==> config.mk <==
export PLATFORM = sky130hd
export DESIGN_NAME = tfc_tx_flow
export DESIGN_NICKNAME = d
export VERILOG_FILES = /design/src/hw/tfc_crc32.v /design/src/hw/tfc_ahb_slave.v /design/src/hw/tfc_tx_flow.v
export VERILOG_INCLUDE_DIRS = /design/src /design/src/hw
export SDC_FILE = /design/constraint.sdc
export NUM_CORES = 1
export LEC_CHECK = 0
export BUFFER_PORTS_ARGS = -buffer_cell sky130_fd_sc_hd__buf_2
export CELL_PAD_IN_SITES_DETAIL_PLACEMENT = 0
export CELL_PAD_IN_SITES_GLOBAL_PLACEMENT = 1
export CORE_UTILIZATION = 35
export CTS_BUF_LIST = sky130_fd_sc_hd__clkbuf_8
export DETAILED_ROUTE_END_ITERATION = 8
export GPL_TIMING_DRIVEN = 0
export PLACE_DENSITY_LB_ADDON = 0.1
export SLEW_MARGIN = 30
export SYNTH_ARGS = -nofsm -noshare
export SYNTH_HDL_FRONTEND = slang
export SYNTH_SLANG_ARGS = --single-unit
==> constraint.sdc <==
create_clock -name clk_sys -period 4.1 [get_ports clk_sys]
set_input_delay 0 -clock clk_sys [delete_from_list [all_inputs] [get_ports clk_sys]]
set_output_delay 0 -clock clk_sys [all_outputs]
set_load 0.01 [all_outputs]
==> src/hw/tfc_defines.vh <==
`ifndef TFC_DEFINES_VH
`define TFC_DEFINES_VH
// register byte offsets
`define TFC_OFF_TX_CFG      12'h408
`define TFC_OFF_FC_CFG      12'h40c
`define TFC_OFF_PAUSE_LO    12'h420
`define TFC_OFF_PAUSE_HI    12'h424
`define TFC_OFF_PAUSE_TX    12'h428
`define TFC_OFF_GAP_EXT     12'h42c
`define TFC_OFF_STATUS      12'h430
// mac_transmit_config fields
`define TFC_TX_RST_BIT      31
`define TFC_TX_FCS_BIT      29
`define TFC_TX_EN_BIT       28
`define TFC_TX_VLAN_BIT     27
`define TFC_TX_HD_BIT       26
`define TFC_TX_IFG_BIT      25
`define TFC_TX_TS_BIT       22
// pause_flow_config fields
`define TFC_FC_TX_BIT       30
`define TFC_FC_RX_BIT       29
// status fields
`define TFC_ST_BUSY_BIT     0
`define TFC_ST_PAUSED_BIT   1
`define TFC_ST_FCSERR_BIT   2
`define TFC_ST_VLANERR_BIT  3
// reset values
`define TFC_TX_CFG_RST      6'h0a
`define TFC_FC_CFG_RST      2'b11
`define TFC_PAUSE_ADDR_RST  48'hffee_ddcc_bbaa
`define TFC_GAP_EXT_RST     8'h0c
// frame constants
`define TFC_MIN_IFG         8'h0c
`define TFC_PRE_LAST        4'h7
`define TFC_PRE_BYTE        8'h55
`define TFC_SFD_BYTE        8'hd5
`define TFC_FCS_LAST        4'h3
`define TFC_PAUSE_LAST      16'h003b
`define TFC_VLAN_IDX_HI     16'h000c
`define TFC_VLAN_IDX_LO     16'h000d
`define TFC_VLAN_TAG_PROTOCOL_IDENTIFIER       16'h8100
`define TFC_QUANTUM_SHIFT   6
`define TFC_CRC_INIT        32'hffff_ffff
`define TFC_CRC_POLY        32'hedb8_8320
`define TFC_CRC_RESIDUE     32'hdebb_20e3
`endif

==> src/hw/tfc_crc32.v <==
`timescale 1ns/10ps
`include "tfc_defines.vh"
module tfc_crc32 (
  // clock and reset
  input  wire        clk_sys,
  input  wire        rst_n,
  // control and data
  input  wire        init,
  input  wire        en,
  input  wire [7:0]  data,
  // running remainder
  output reg  [31:0] crc_reg
);
  function [31:0] crc_byte;
    input [31:0] c;
    input [7:0]  d;
    integer      i;
    reg   [31:0] r;
    begin
      r = c;
      for (i = 0; i < 8; i = i + 1) begin
        r = (r[0] ^ d[i]) ? ((r >> 1) ^ `TFC_CRC_POLY) : (r >> 1);
      end
      crc_byte = r;
    end
  endfunction

  always @(posedge clk_sys) begin
    if (!rst_n || init) begin
      crc_reg <= `TFC_CRC_INIT;
    end else if (en) begin
      crc_reg <= crc_byte(crc_reg, data);
    end
  end
endmodule

==> src/hw/tfc_ahb_slave.v <==
`timescale 1ns/10ps
module tfc_ahb_slave (
  // clock and reset
  input  wire        clk_sys,
  input  wire        rst_n,
  // ahb-lite
  input  wire        hsel,
  input  wire [31:0] haddr,
  input  wire [1:0]  htrans,
  input  wire        hwrite,
  input  wire [2:0]  hsize,
  input  wire [31:0] hwdata,
  input  wire        hready,
  output wire        hreadyout,
  output wire        hresp,
  output reg  [31:0] hrdata,
  // register side
  output wire [11:0] rd_addr,
  input  wire [31:0] rd_data,
  output wire        wr_en,
  output wire [11:0] wr_addr,
  output wire [31:0] wr_data
);
  reg        wr_pend_reg;
  reg [11:0] wr_addr_reg;
  wire       take;

  // zero wait states; only word transfers are decoded
  assign take      = hsel && hready && htrans[1] && (hsize == 3'h2);
  assign hreadyout = 1'b1;
  assign hresp     = 1'b0;
  assign rd_addr   = haddr[11:0];
  assign wr_en     = wr_pend_reg;
  assign wr_addr   = wr_addr_reg;
  assign wr_data   = hwdata;

  always @(posedge clk_sys) begin
    if (!rst_n) begin
      wr_pend_reg <= 1'b0;
      wr_addr_reg <= 12'h000;
      hrdata      <= 32'h0000_0000;
    end else begin
      wr_pend_reg <= take && hwrite;
      if (take) begin
        wr_addr_reg <= haddr[11:0];
      end
      if (take && !hwrite) begin
        hrdata <= rd_data;
      end
    end
  end
endmodule

==> src/hw/tfc_tx_flow.v <==
// Decided for this implementation: the AHB-Lite interface to the registers.
`timescale 1ns/10ps
`include "tfc_defines.vh"
// What this block does
// bit 29 set: frame data carries the check sequence; clear: block appends it
// every outgoing frame has its check sequence verified, whoever supplied it
// transmitter runs only while bit 28 is 1; resets to 0
// tagged frames go out only while bit 27 is 1; resets to 1
// a frame counts as tagged only for type field 0x8100
// software clears the basic tag enable when using extended tag mode
// software enables jumbo frames before using extended tag mode
// bit 26 picks half duplex; only full duplex works, keep it 0
// bit 25 set: gap stretched by extension value, never under 12 cycles
// bit 22 picks in-line timestamp command; ignored without timestamp support
// flow-control register writable any time, applied only in the gap
// with bit 30 set, writing pause transmit register sends a pause frame
// with bit 29 set, received pause frames hold off the transmitter
// with bit 29 clear, received pause frames are forwarded, no effect
// reserved bits of both registers read zero and ignore writes
// transmit config writable any time, applied in the gap; reset acts at once
// pause frames use the pause address as source and match it as destination
// check sequence is the standard 32-bit ethernet crc from address to pad
module tfc_tx_flow #(
  parameter TS_PRESENT = 1'b0
) (
  // clock and reset
  input  wire        clk_sys,
  input  wire        rst_n,
  // ahb-lite register bus
  input  wire        hsel,
  input  wire [31:0] haddr,
  input  wire [1:0]  htrans,
  input  wire        hwrite,
  input  wire [2:0]  hsize,
  input  wire [31:0] hwdata,
  input  wire        hready,
  output wire        hreadyout,
  output wire        hresp,
  output wire [31:0] hrdata,
  // user transmit byte stream
  input  wire [7:0]  tx_data,
  input  wire        tx_valid,
  input  wire        tx_last,
  output wire        tx_ready,
  // received pause frame report
  input  wire        rx_ctrl_valid,
  input  wire [47:0] rx_ctrl_dst,
  input  wire [15:0] rx_ctrl_quanta,
  output reg         rx_ctrl_consume,
  output reg         rx_ctrl_forward,
  // phy transmit side
  output reg  [7:0]  phy_txd,
  output reg         phy_tx_en,
  output reg         phy_tx_er,
  // configuration seen by neighbours
  output wire        half_duplex_select,
  output wire        ts_cmd_inline
);
  localparam ST_IDLE = 3'h0;
  localparam ST_PRE  = 3'h1;
  localparam ST_DATA = 3'h2;
  localparam ST_FCS  = 3'h3;
  localparam ST_GAP  = 3'h4;

  // packed config: {fcs, en, vlan, hd, ifg, ts}
  reg  [5:0]  tx_cfg_reg, tx_act_reg;
  reg  [1:0]  fc_cfg_reg, fc_act_reg;
  reg  [47:0] pause_addr_reg;
  reg  [15:0] pause_quanta_reg;
  reg  [7:0]  gap_extension_value_reg;
  reg         pause_pend_reg;
  reg         fcs_err_reg, vlan_err_reg;
  reg  [2:0]  st_reg;
  reg  [15:0] cnt_reg;
  reg         src_pause_reg;
  reg         vlan_bad_reg;
  reg  [7:0]  tag_protocol_identifier_hi_reg;
  reg  [21:0] pause_cnt_reg;
  reg  [7:0]  byte_next;
  reg  [31:0] rd_data;
  wire [11:0] rd_addr, wr_addr;
  wire        wr_en;
  wire [31:0] wr_data;
  wire [31:0] crc_gen, crc_chk;
  wire        soft_rst, in_gap, user_beat, paused, start_user, data_done;
  wire [7:0]  gap_len;
  wire [15:0] cnt_inc;

  wire cfg_fcs  = tx_act_reg[5];
  wire cfg_en   = tx_act_reg[4];
  wire cfg_vlan = tx_act_reg[3];
  wire cfg_ifg  = tx_act_reg[1];

  function [7:0] pause_byte;
    input [15:0] idx;
    input [47:0] addr;
    input [15:0] quanta;
    begin
      case (idx)
        16'h0000: pause_byte = 8'h01;
        16'h0001: pause_byte = 8'h80;
        16'h0002: pause_byte = 8'hc2;
        16'h0005: pause_byte = 8'h01;
        16'h0006: pause_byte = addr[7:0];
        16'h0007: pause_byte = addr[15:8];
        16'h0008: pause_byte = addr[23:16];
        16'h0009: pause_byte = addr[31:24];
        16'h000a: pause_byte = addr[39:32];
        16'h000b: pause_byte = addr[47:40];
        16'h000c: pause_byte = 8'h88;
        16'h000d: pause_byte = 8'h08;
        16'h000f: pause_byte = 8'h01;
        16'h0010: pause_byte = quanta[15:8];
        16'h0011: pause_byte = quanta[7:0];
        default:  pause_byte = 8'h00;
      endcase
    end
  endfunction

  tfc_ahb_slave u_bus (
    .clk_sys   (clk_sys),
    .rst_n     (rst_n),
    .hsel      (hsel),
    .haddr     (haddr),
    .htrans    (htrans),
    .hwrite    (hwrite),
    .hsize     (hsize),
    .hwdata    (hwdata),
    .hready    (hready),
    .hreadyout (hreadyout),
    .hresp     (hresp),
    .hrdata    (hrdata),
    .rd_addr   (rd_addr),
    .rd_data   (rd_data),
    .wr_en     (wr_en),
    .wr_addr   (wr_addr),
    .wr_data   (wr_data)
  );

  // generator sees the data phase only; checker also sees the appended sequence
  tfc_crc32 u_crc_gen (
    .clk_sys (clk_sys),
    .rst_n   (rst_n),
    .init    (st_reg == ST_PRE),
    .en      (st_reg == ST_DATA && (src_pause_reg || tx_valid)),
    .data    (byte_next),
    .crc_reg (crc_gen)
  );

  tfc_crc32 u_crc_chk (
    .clk_sys (clk_sys),
    .rst_n   (rst_n),
    .init    (st_reg == ST_PRE),
    .en      ((st_reg == ST_DATA && (src_pause_reg || tx_valid)) || st_reg == ST_FCS),
    .data    (byte_next),
    .crc_reg (crc_chk)
  );

  assign soft_rst   = wr_en && wr_addr == `TFC_OFF_TX_CFG && wr_data[`TFC_TX_RST_BIT];
  assign in_gap     = st_reg == ST_IDLE || st_reg == ST_GAP;
  assign paused     = pause_cnt_reg != 22'h000000;
  assign start_user = cfg_en && tx_valid && !(fc_act_reg[0] && paused);
  assign user_beat  = st_reg == ST_DATA && !src_pause_reg && tx_valid;
  assign tx_ready   = st_reg == ST_DATA && !src_pause_reg;
  assign data_done  = src_pause_reg ? (cnt_reg == `TFC_PAUSE_LAST) : (tx_valid && tx_last);
  assign cnt_inc    = (cnt_reg == 16'hffff) ? cnt_reg : cnt_reg + 16'h0001;
  // stretch only above the minimum; a small extension value leaves 12 cycles
  assign gap_len    = (cfg_ifg && gap_extension_value_reg > `TFC_MIN_IFG) ?
                      gap_extension_value_reg : `TFC_MIN_IFG;
  assign half_duplex_select = tx_act_reg[2];
  assign ts_cmd_inline      = tx_act_reg[0] & (TS_PRESENT != 0);

  always @* begin
    byte_next = 8'h00;
    case (st_reg)
      ST_PRE:  byte_next = (cnt_reg[3:0] == `TFC_PRE_LAST) ? `TFC_SFD_BYTE : `TFC_PRE_BYTE;
      ST_DATA: byte_next = src_pause_reg ? pause_byte(cnt_reg, pause_addr_reg, pause_quanta_reg) : tx_data;
      ST_FCS: begin
        case (cnt_reg[1:0])
          2'h0:    byte_next = ~crc_gen[7:0];
          2'h1:    byte_next = ~crc_gen[15:8];
          2'h2:    byte_next = ~crc_gen[23:16];
          default: byte_next = ~crc_gen[31:24];
        endcase
      end
      default: byte_next = 8'h00;
    endcase
  end

  // reserved positions are constant zero in every read path
  always @* begin
    rd_data = 32'h0000_0000;
    if (rd_addr == `TFC_OFF_TX_CFG) begin
      rd_data = {2'b00, tx_cfg_reg[5:1], 2'b00, tx_cfg_reg[0], 22'h000000};
    end else if (rd_addr == `TFC_OFF_FC_CFG) begin
      rd_data = {1'b0, fc_cfg_reg, 29'h00000000};
    end else if (rd_addr == `TFC_OFF_PAUSE_LO) begin
      rd_data = pause_addr_reg[31:0];
    end else if (rd_addr == `TFC_OFF_PAUSE_HI) begin
      rd_data = {16'h0000, pause_addr_reg[47:32]};
    end else if (rd_addr == `TFC_OFF_PAUSE_TX) begin
      rd_data = {16'h0000, pause_quanta_reg};
    end else if (rd_addr == `TFC_OFF_GAP_EXT) begin
      rd_data = {24'h000000, gap_extension_value_reg};
    end else if (rd_addr == `TFC_OFF_STATUS) begin
      rd_data = {28'h0000000, vlan_err_reg, fcs_err_reg, paused, !in_gap};
    end
  end

  // register file; the transmitter reset bit is never stored
  always @(posedge clk_sys) begin
    if (!rst_n || soft_rst) begin
      tx_cfg_reg <= `TFC_TX_CFG_RST;
    end else if (wr_en && wr_addr == `TFC_OFF_TX_CFG) begin
      tx_cfg_reg <= {wr_data[`TFC_TX_FCS_BIT], wr_data[`TFC_TX_EN_BIT], wr_data[`TFC_TX_VLAN_BIT],
                     wr_data[`TFC_TX_HD_BIT], wr_data[`TFC_TX_IFG_BIT], wr_data[`TFC_TX_TS_BIT]};
    end
  end

  always @(posedge clk_sys) begin
    if (!rst_n) begin
      fc_cfg_reg              <= `TFC_FC_CFG_RST;
      pause_addr_reg          <= `TFC_PAUSE_ADDR_RST;
      pause_quanta_reg        <= 16'h0000;
      gap_extension_value_reg <= `TFC_GAP_EXT_RST;
    end else if (wr_en) begin
      if (wr_addr == `TFC_OFF_FC_CFG) begin
        fc_cfg_reg <= {wr_data[`TFC_FC_TX_BIT], wr_data[`TFC_FC_RX_BIT]};
      end else if (wr_addr == `TFC_OFF_PAUSE_LO) begin
        pause_addr_reg[31:0] <= wr_data;
      end else if (wr_addr == `TFC_OFF_PAUSE_HI) begin
        pause_addr_reg[47:32] <= wr_data[15:0];
      end else if (wr_addr == `TFC_OFF_PAUSE_TX) begin
        pause_quanta_reg <= wr_data[15:0];
      end else if (wr_addr == `TFC_OFF_GAP_EXT) begin
        gap_extension_value_reg <= wr_data[7:0];
      end
    end
  end

  // live copies change only between frames or on a transmitter reset, which also ends the frame, so a frame never sees a half update
  always @(posedge clk_sys) begin
    if (!rst_n) begin
      tx_act_reg <= `TFC_TX_CFG_RST;
      fc_act_reg <= `TFC_FC_CFG_RST;
    end else if (soft_rst) begin
      tx_act_reg <= `TFC_TX_CFG_RST;
    end else if (in_gap) begin
      tx_act_reg <= tx_cfg_reg;
      fc_act_reg <= fc_cfg_reg;
    end
  end

  // pause request: the pause transmit register write set wins over the launch clear
  always @(posedge clk_sys) begin
    if (!rst_n || soft_rst) begin
      pause_pend_reg <= 1'b0;
    end else if (wr_en && wr_addr == `TFC_OFF_PAUSE_TX && fc_act_reg[1]) begin
      pause_pend_reg <= 1'b1;
    end else if (st_reg == ST_IDLE && cfg_en) begin
      pause_pend_reg <= 1'b0;
    end
  end

  // received pause handling; quanta count in 64 byte times
  always @(posedge clk_sys) begin
    if (!rst_n) begin
      pause_cnt_reg   <= 22'h000000;
      rx_ctrl_consume <= 1'b0;
      rx_ctrl_forward <= 1'b0;
    end else begin
      rx_ctrl_consume <= rx_ctrl_valid && fc_act_reg[0] && rx_ctrl_dst == pause_addr_reg;
      rx_ctrl_forward <= rx_ctrl_valid && !(fc_act_reg[0] && rx_ctrl_dst == pause_addr_reg);
      if (rx_ctrl_valid && fc_act_reg[0] && rx_ctrl_dst == pause_addr_reg) begin
        pause_cnt_reg <= {rx_ctrl_quanta, {`TFC_QUANTUM_SHIFT{1'b0}}};
      end else if (!fc_act_reg[0]) begin
        pause_cnt_reg <= 22'h000000;
      end else if (paused) begin
        pause_cnt_reg <= pause_cnt_reg - 22'h000001;
      end
    end
  end

  // sticky status; set wins over a write-one clear
  always @(posedge clk_sys) begin
    if (!rst_n) begin
      fcs_err_reg  <= 1'b0;
      vlan_err_reg <= 1'b0;
    end else begin
      if (st_reg == ST_GAP && cnt_reg == 16'h0000 && crc_chk != `TFC_CRC_RESIDUE) begin
        fcs_err_reg <= 1'b1;
      end else if (wr_en && wr_addr == `TFC_OFF_STATUS && wr_data[`TFC_ST_FCSERR_BIT]) begin
        fcs_err_reg <= 1'b0;
      end
      if (user_beat && cnt_reg == `TFC_VLAN_IDX_LO && !cfg_vlan &&
          {tag_protocol_identifier_hi_reg, tx_data} == `TFC_VLAN_TAG_PROTOCOL_IDENTIFIER) begin
        vlan_err_reg <= 1'b1;
      end else if (wr_en && wr_addr == `TFC_OFF_STATUS && wr_data[`TFC_ST_VLANERR_BIT]) begin
        vlan_err_reg <= 1'b0;
      end
    end
  end

  // transmit sequencer
  always @(posedge clk_sys) begin
    if (!rst_n || soft_rst) begin
      st_reg        <= ST_IDLE;
      cnt_reg       <= 16'h0000;
      src_pause_reg <= 1'b0;
      vlan_bad_reg  <= 1'b0;
      tag_protocol_identifier_hi_reg   <= 8'h00;
      phy_txd       <= 8'h00;
      phy_tx_en     <= 1'b0;
      phy_tx_er     <= 1'b0;
    end else begin
      phy_txd   <= byte_next;
      phy_tx_en <= st_reg == ST_PRE || st_reg == ST_DATA || st_reg == ST_FCS;
      phy_tx_er <= (st_reg == ST_DATA && !src_pause_reg && !tx_valid) ||
                   (vlan_bad_reg && (st_reg == ST_DATA || st_reg == ST_FCS));
      case (st_reg)
        ST_IDLE: begin
          cnt_reg      <= 16'h0000;
          vlan_bad_reg <= 1'b0;
          if (cfg_en && pause_pend_reg) begin
            src_pause_reg <= 1'b1;
            st_reg        <= ST_PRE;
          end else if (start_user) begin
            src_pause_reg <= 1'b0;
            st_reg        <= ST_PRE;
          end
        end
        ST_PRE: begin
          cnt_reg <= cnt_inc;
          if (cnt_reg[3:0] == `TFC_PRE_LAST) begin
            cnt_reg <= 16'h0000;
            st_reg  <= ST_DATA;
          end
        end
        ST_DATA: begin
          if (src_pause_reg || tx_valid) begin
            cnt_reg <= cnt_inc;
            if (cnt_reg == `TFC_VLAN_IDX_HI) begin
              tag_protocol_identifier_hi_reg <= byte_next;
            end
            // a disallowed tag poisons the rest of the frame with error symbols
            if (!src_pause_reg && cnt_reg == `TFC_VLAN_IDX_LO && !cfg_vlan &&
                {tag_protocol_identifier_hi_reg, tx_data} == `TFC_VLAN_TAG_PROTOCOL_IDENTIFIER) begin
              vlan_bad_reg <= 1'b1;                                    // see
            end
            if (data_done) begin
              cnt_reg <= 16'h0000;
              st_reg  <= (cfg_fcs && !src_pause_reg) ? ST_GAP : ST_FCS;
            end
          end
        end
        ST_FCS: begin
          cnt_reg <= cnt_inc;
          if (cnt_reg[1:0] == `TFC_FCS_LAST) begin
            cnt_reg <= 16'h0000;
            st_reg  <= ST_GAP;
          end
        end
        ST_GAP: begin
          cnt_reg <= cnt_inc;
          if (cnt_reg[7:0] == gap_len - 8'h01) begin
            cnt_reg <= 16'h0000;
            st_reg  <= ST_IDLE;
          end
        end
        default: st_reg <= ST_IDLE;
      endcase
    end
  end
endmodule

==> qor.txt <==
CTS tree = yes
Hold Crit Start = rst_n
R2R Path End = u_crc_gen.crc_reg[19]
Minimum clock period = 3.96 ns
First-pass GRT wire length = 87,200 um
WP data required = 4.66 ns
Worst R2R Start = cnt_reg[8]
Final Hold Fails = 0
Post-Syn Instances = 1,739
Arr. time, crit path = 4.52 ns
Reg-to-reg setup timing slack = 0.14 ns
Share of cells above drive strength 1 = 0.189
Worst setup startpoint = cnt_reg[8]
Area growth syn-to-layout = 27.6%
Clk slew on worst S/H paths = 0.06 ns
Root Driver = clkbuf_8
Total track usage = 0.278
WL final = 59,100 um
DRC viols = 0
Drt wl/cell = 22.4 um
Setup-failing EPs final = 0
Final Net Count = 2,221
PwrDens = 412 nW/um2
Clock buffer depth = 3
CP Class = flop to flop
Normalized max-slew margin = 0.364
Maximum vdd drop = 0.194 mV
Synth top area share = 0.360
DRT antenna net count = 0
Hold path depth = 2
CP startpoint kind = flop
Max-cap violations = 0
Total number of H-tree levels = 2
Via count = 14,560
Worst Max-Slew Pin Slew = 0.954 ns
Cell Area, Placed = 16,100 um2
Hold Path End = u_bus.wr_en
Largest family of logic cells by synthesized area = simple AND/OR/NAND/NOR gates
Netlist Area Pre-Place = 14,600 um2
Design area = 18,600 um2
I/O Pins = 198
Post-synth cell types = 87
Ys flop type = dfxtp_1
Ys async rst share = 0
Peak fanout along the critical path = 7
Max Slew Vio Count = 0
Synth top area cells = dfxtp_1 36%, xnor2_1 6.3%, nand2_1 5.6%
Core Rows = 74
Xor and xnor area share after synthesis = 0.146
Gr ovfl total = 0
Status = completed
Synth Warn # = 0
Area of the die = 42,400 um2
Mean post-synth cell area = 8.37 um2
Number of global-route vias before repair = 13,711
Vias per cell = 5.53
Die H = 206 um
HPWL Detailed = 44,300 um
Worst Skew = 0.0361 ns
Worst hold path class = input pin to flop
Initial Util = 0.356
Crit. End Element = flop
Most area-hungry cell type in the Yosys netlist = dfxtp_1
Antenna violations before repair = 1
Achievable Freq = 252 MHz
Largest net degree at the start of global routing = 15
Final Cycle Share = 0.966
Top-count cell post-synth = dfxtp_1
Worst-skew pair later-pin latency = 0.66 ns
Routability congestion estimate = 0.893
Post-synthesis compound-gate area fraction = 0.163
Setup slack after layout = 0.139 ns
Dpl ws = -0.748 ns
Port bufs = 172
Clock buffer count from CTS = 49
Register area share after synthesis = 0.360
DR pass1 iterations = 9
Die X = 206 um
DR iter-0 viols = 1,204
Adder and majority cell fraction of the synthesized area = 0.00602
Core Region = 40,900 um2
RSZ-0062 raised after global routing = yes
Simple-gate share of the synthesized area = 0.243
Post-synthesis mux area share = 0.0431
Max reg flops = 48
#FFs+latches synth = 262
Leak = 7.18 nW
Synth cell count leaders = 262 x dfxtp_1, 216 x nand2_1, 190 x nor2_1
Number of enable flip-flop cells after synthesis = 0
Antenna diodes = 0
Reg2reg path depth = 11
Clk sink count = 262
[cell type report]
class / count / area, um2
sequential: 262 / 5250
buffer: 111 / 464
multi-input combinational: 1343 / 9150
timing repair buffer: 279 / 1880
clock inverter: 22 / 165
clock buffer: 67 / 922
inverter: 19 / 71.3
fill: 4134 / 22400
tap: 532 / 666
[timing repair]
| action | 4_1_cts | 5_1_grt |
|---|---|---|
| hold buffers | 74 | 0 |
| buffers inserted | 10 | 21 |
| resized for setup | 28 | 35 |
| endpoints found under the hold margin | 137 | 0 |
| endpoints found under the setup margin | 64 | 50 |
| pin swaps | 4 | 11 |
[worst max-delay path by stage]
stage                             to  cells past startpoint  slack [ns]
2_1_floorplan            cnt_reg[14]                     14        0.46
3_3_place_gp   u_crc_gen.crc_reg[19]                     13       -0.75
3_5_place_dp   u_crc_gen.crc_reg[19]                     13       -0.75
4_1_cts        u_crc_gen.crc_reg[19]                     14       -0.03
5_1_grt        u_crc_gen.crc_reg[19]                     11       -0.02
6_report       u_crc_gen.crc_reg[19]                     11        0.14
[power by group]
group | total (mW) | switching (mW) | internal (mW)
Combinational | 2.07 | 1.09 | 0.984
Sequential | 2.74 | 0.0922 | 2.65
Clock | 2.83 | 1.24 | 1.59
Total | 7.64 | 2.42 | 5.22
[critical path, cell delays in order (launching register included)]
cell and delay, ns:
dfxtp_1 0.37, or4_1 0.63, clkbuf_2 0.24, nor4_4 0.52
a22oi_2 0.24, a211oi_1 0.46, nor4_4 0.09, buf_4 0.19
xnor2_4 0.33, xor2_2 0.25, xnor3_1 0.43, o21ai_1 0.11
[cells in the final DEF, fill, tap and decap left out, types with 24 or more instances in the layout]
master / Yosys / final
a21oi_1: 110 / 109
a22oi_1: 40 / 38
buf_2: 12 / 186
buf_4: 3 / 31
clkbuf_1: 94 / 84
clkbuf_8: 0 / 67
dfxtp_1: 262 / 258
dlygate4sd3_1: 0 / 74
inv_1: 19 / 32
mux2i_1: 57 / 57
nand2_1: 216 / 216
nand2b_1: 24 / 24
nand3_1: 69 / 69
nor2_1: 190 / 189
nor3_1: 57 / 55
nor4_1: 38 / 30
o211ai_1: 28 / 28
o21ai_0: 48 / 45
xnor2_1: 104 / 101
xor2_1: 65 / 62
[cell families (layout without fill, tap and decap cells)]
kind of cell	after synthesis	count (layout)
AND/OR/NAND/NOR	722	722
AO/OA/AOI/OAI	351	351
flip-flops	262	262
XOR/XNOR	198	198
buffers and inverters	135	498
multiplexers	62	62
adder cells (fa/ha/maj)	7	7
other	2	3
[through the flow]
step	setup TNS [ns]	total power, mW	util	std cells	hold slack, ns
floorplan	0	4.21	-	1740	0.119
global placement	-22.20	4.67	0.393	2444	0.217
detailed placement	-19.19	4.68	0.394	2446	0.224
CTS	-0.0625	7.61	0.445	2617	0.00166
global route	-0.0298	8.01	0.454	2635	0.0205
finish	0	7.64	0.454	2635	0.0201
[layer usage]
metal	share of wire	GRT usage	up-vias	wire, um
met3	0.072	0.0566	136	4230
met4	0.037	0.108	0	2200
met5	0	0	-	0
li1	-	-	6857	-
met1	0.46	0.393	6997	27200
met2	0.43	0.411	570	25500
Power figures use the tool's default switching activity.
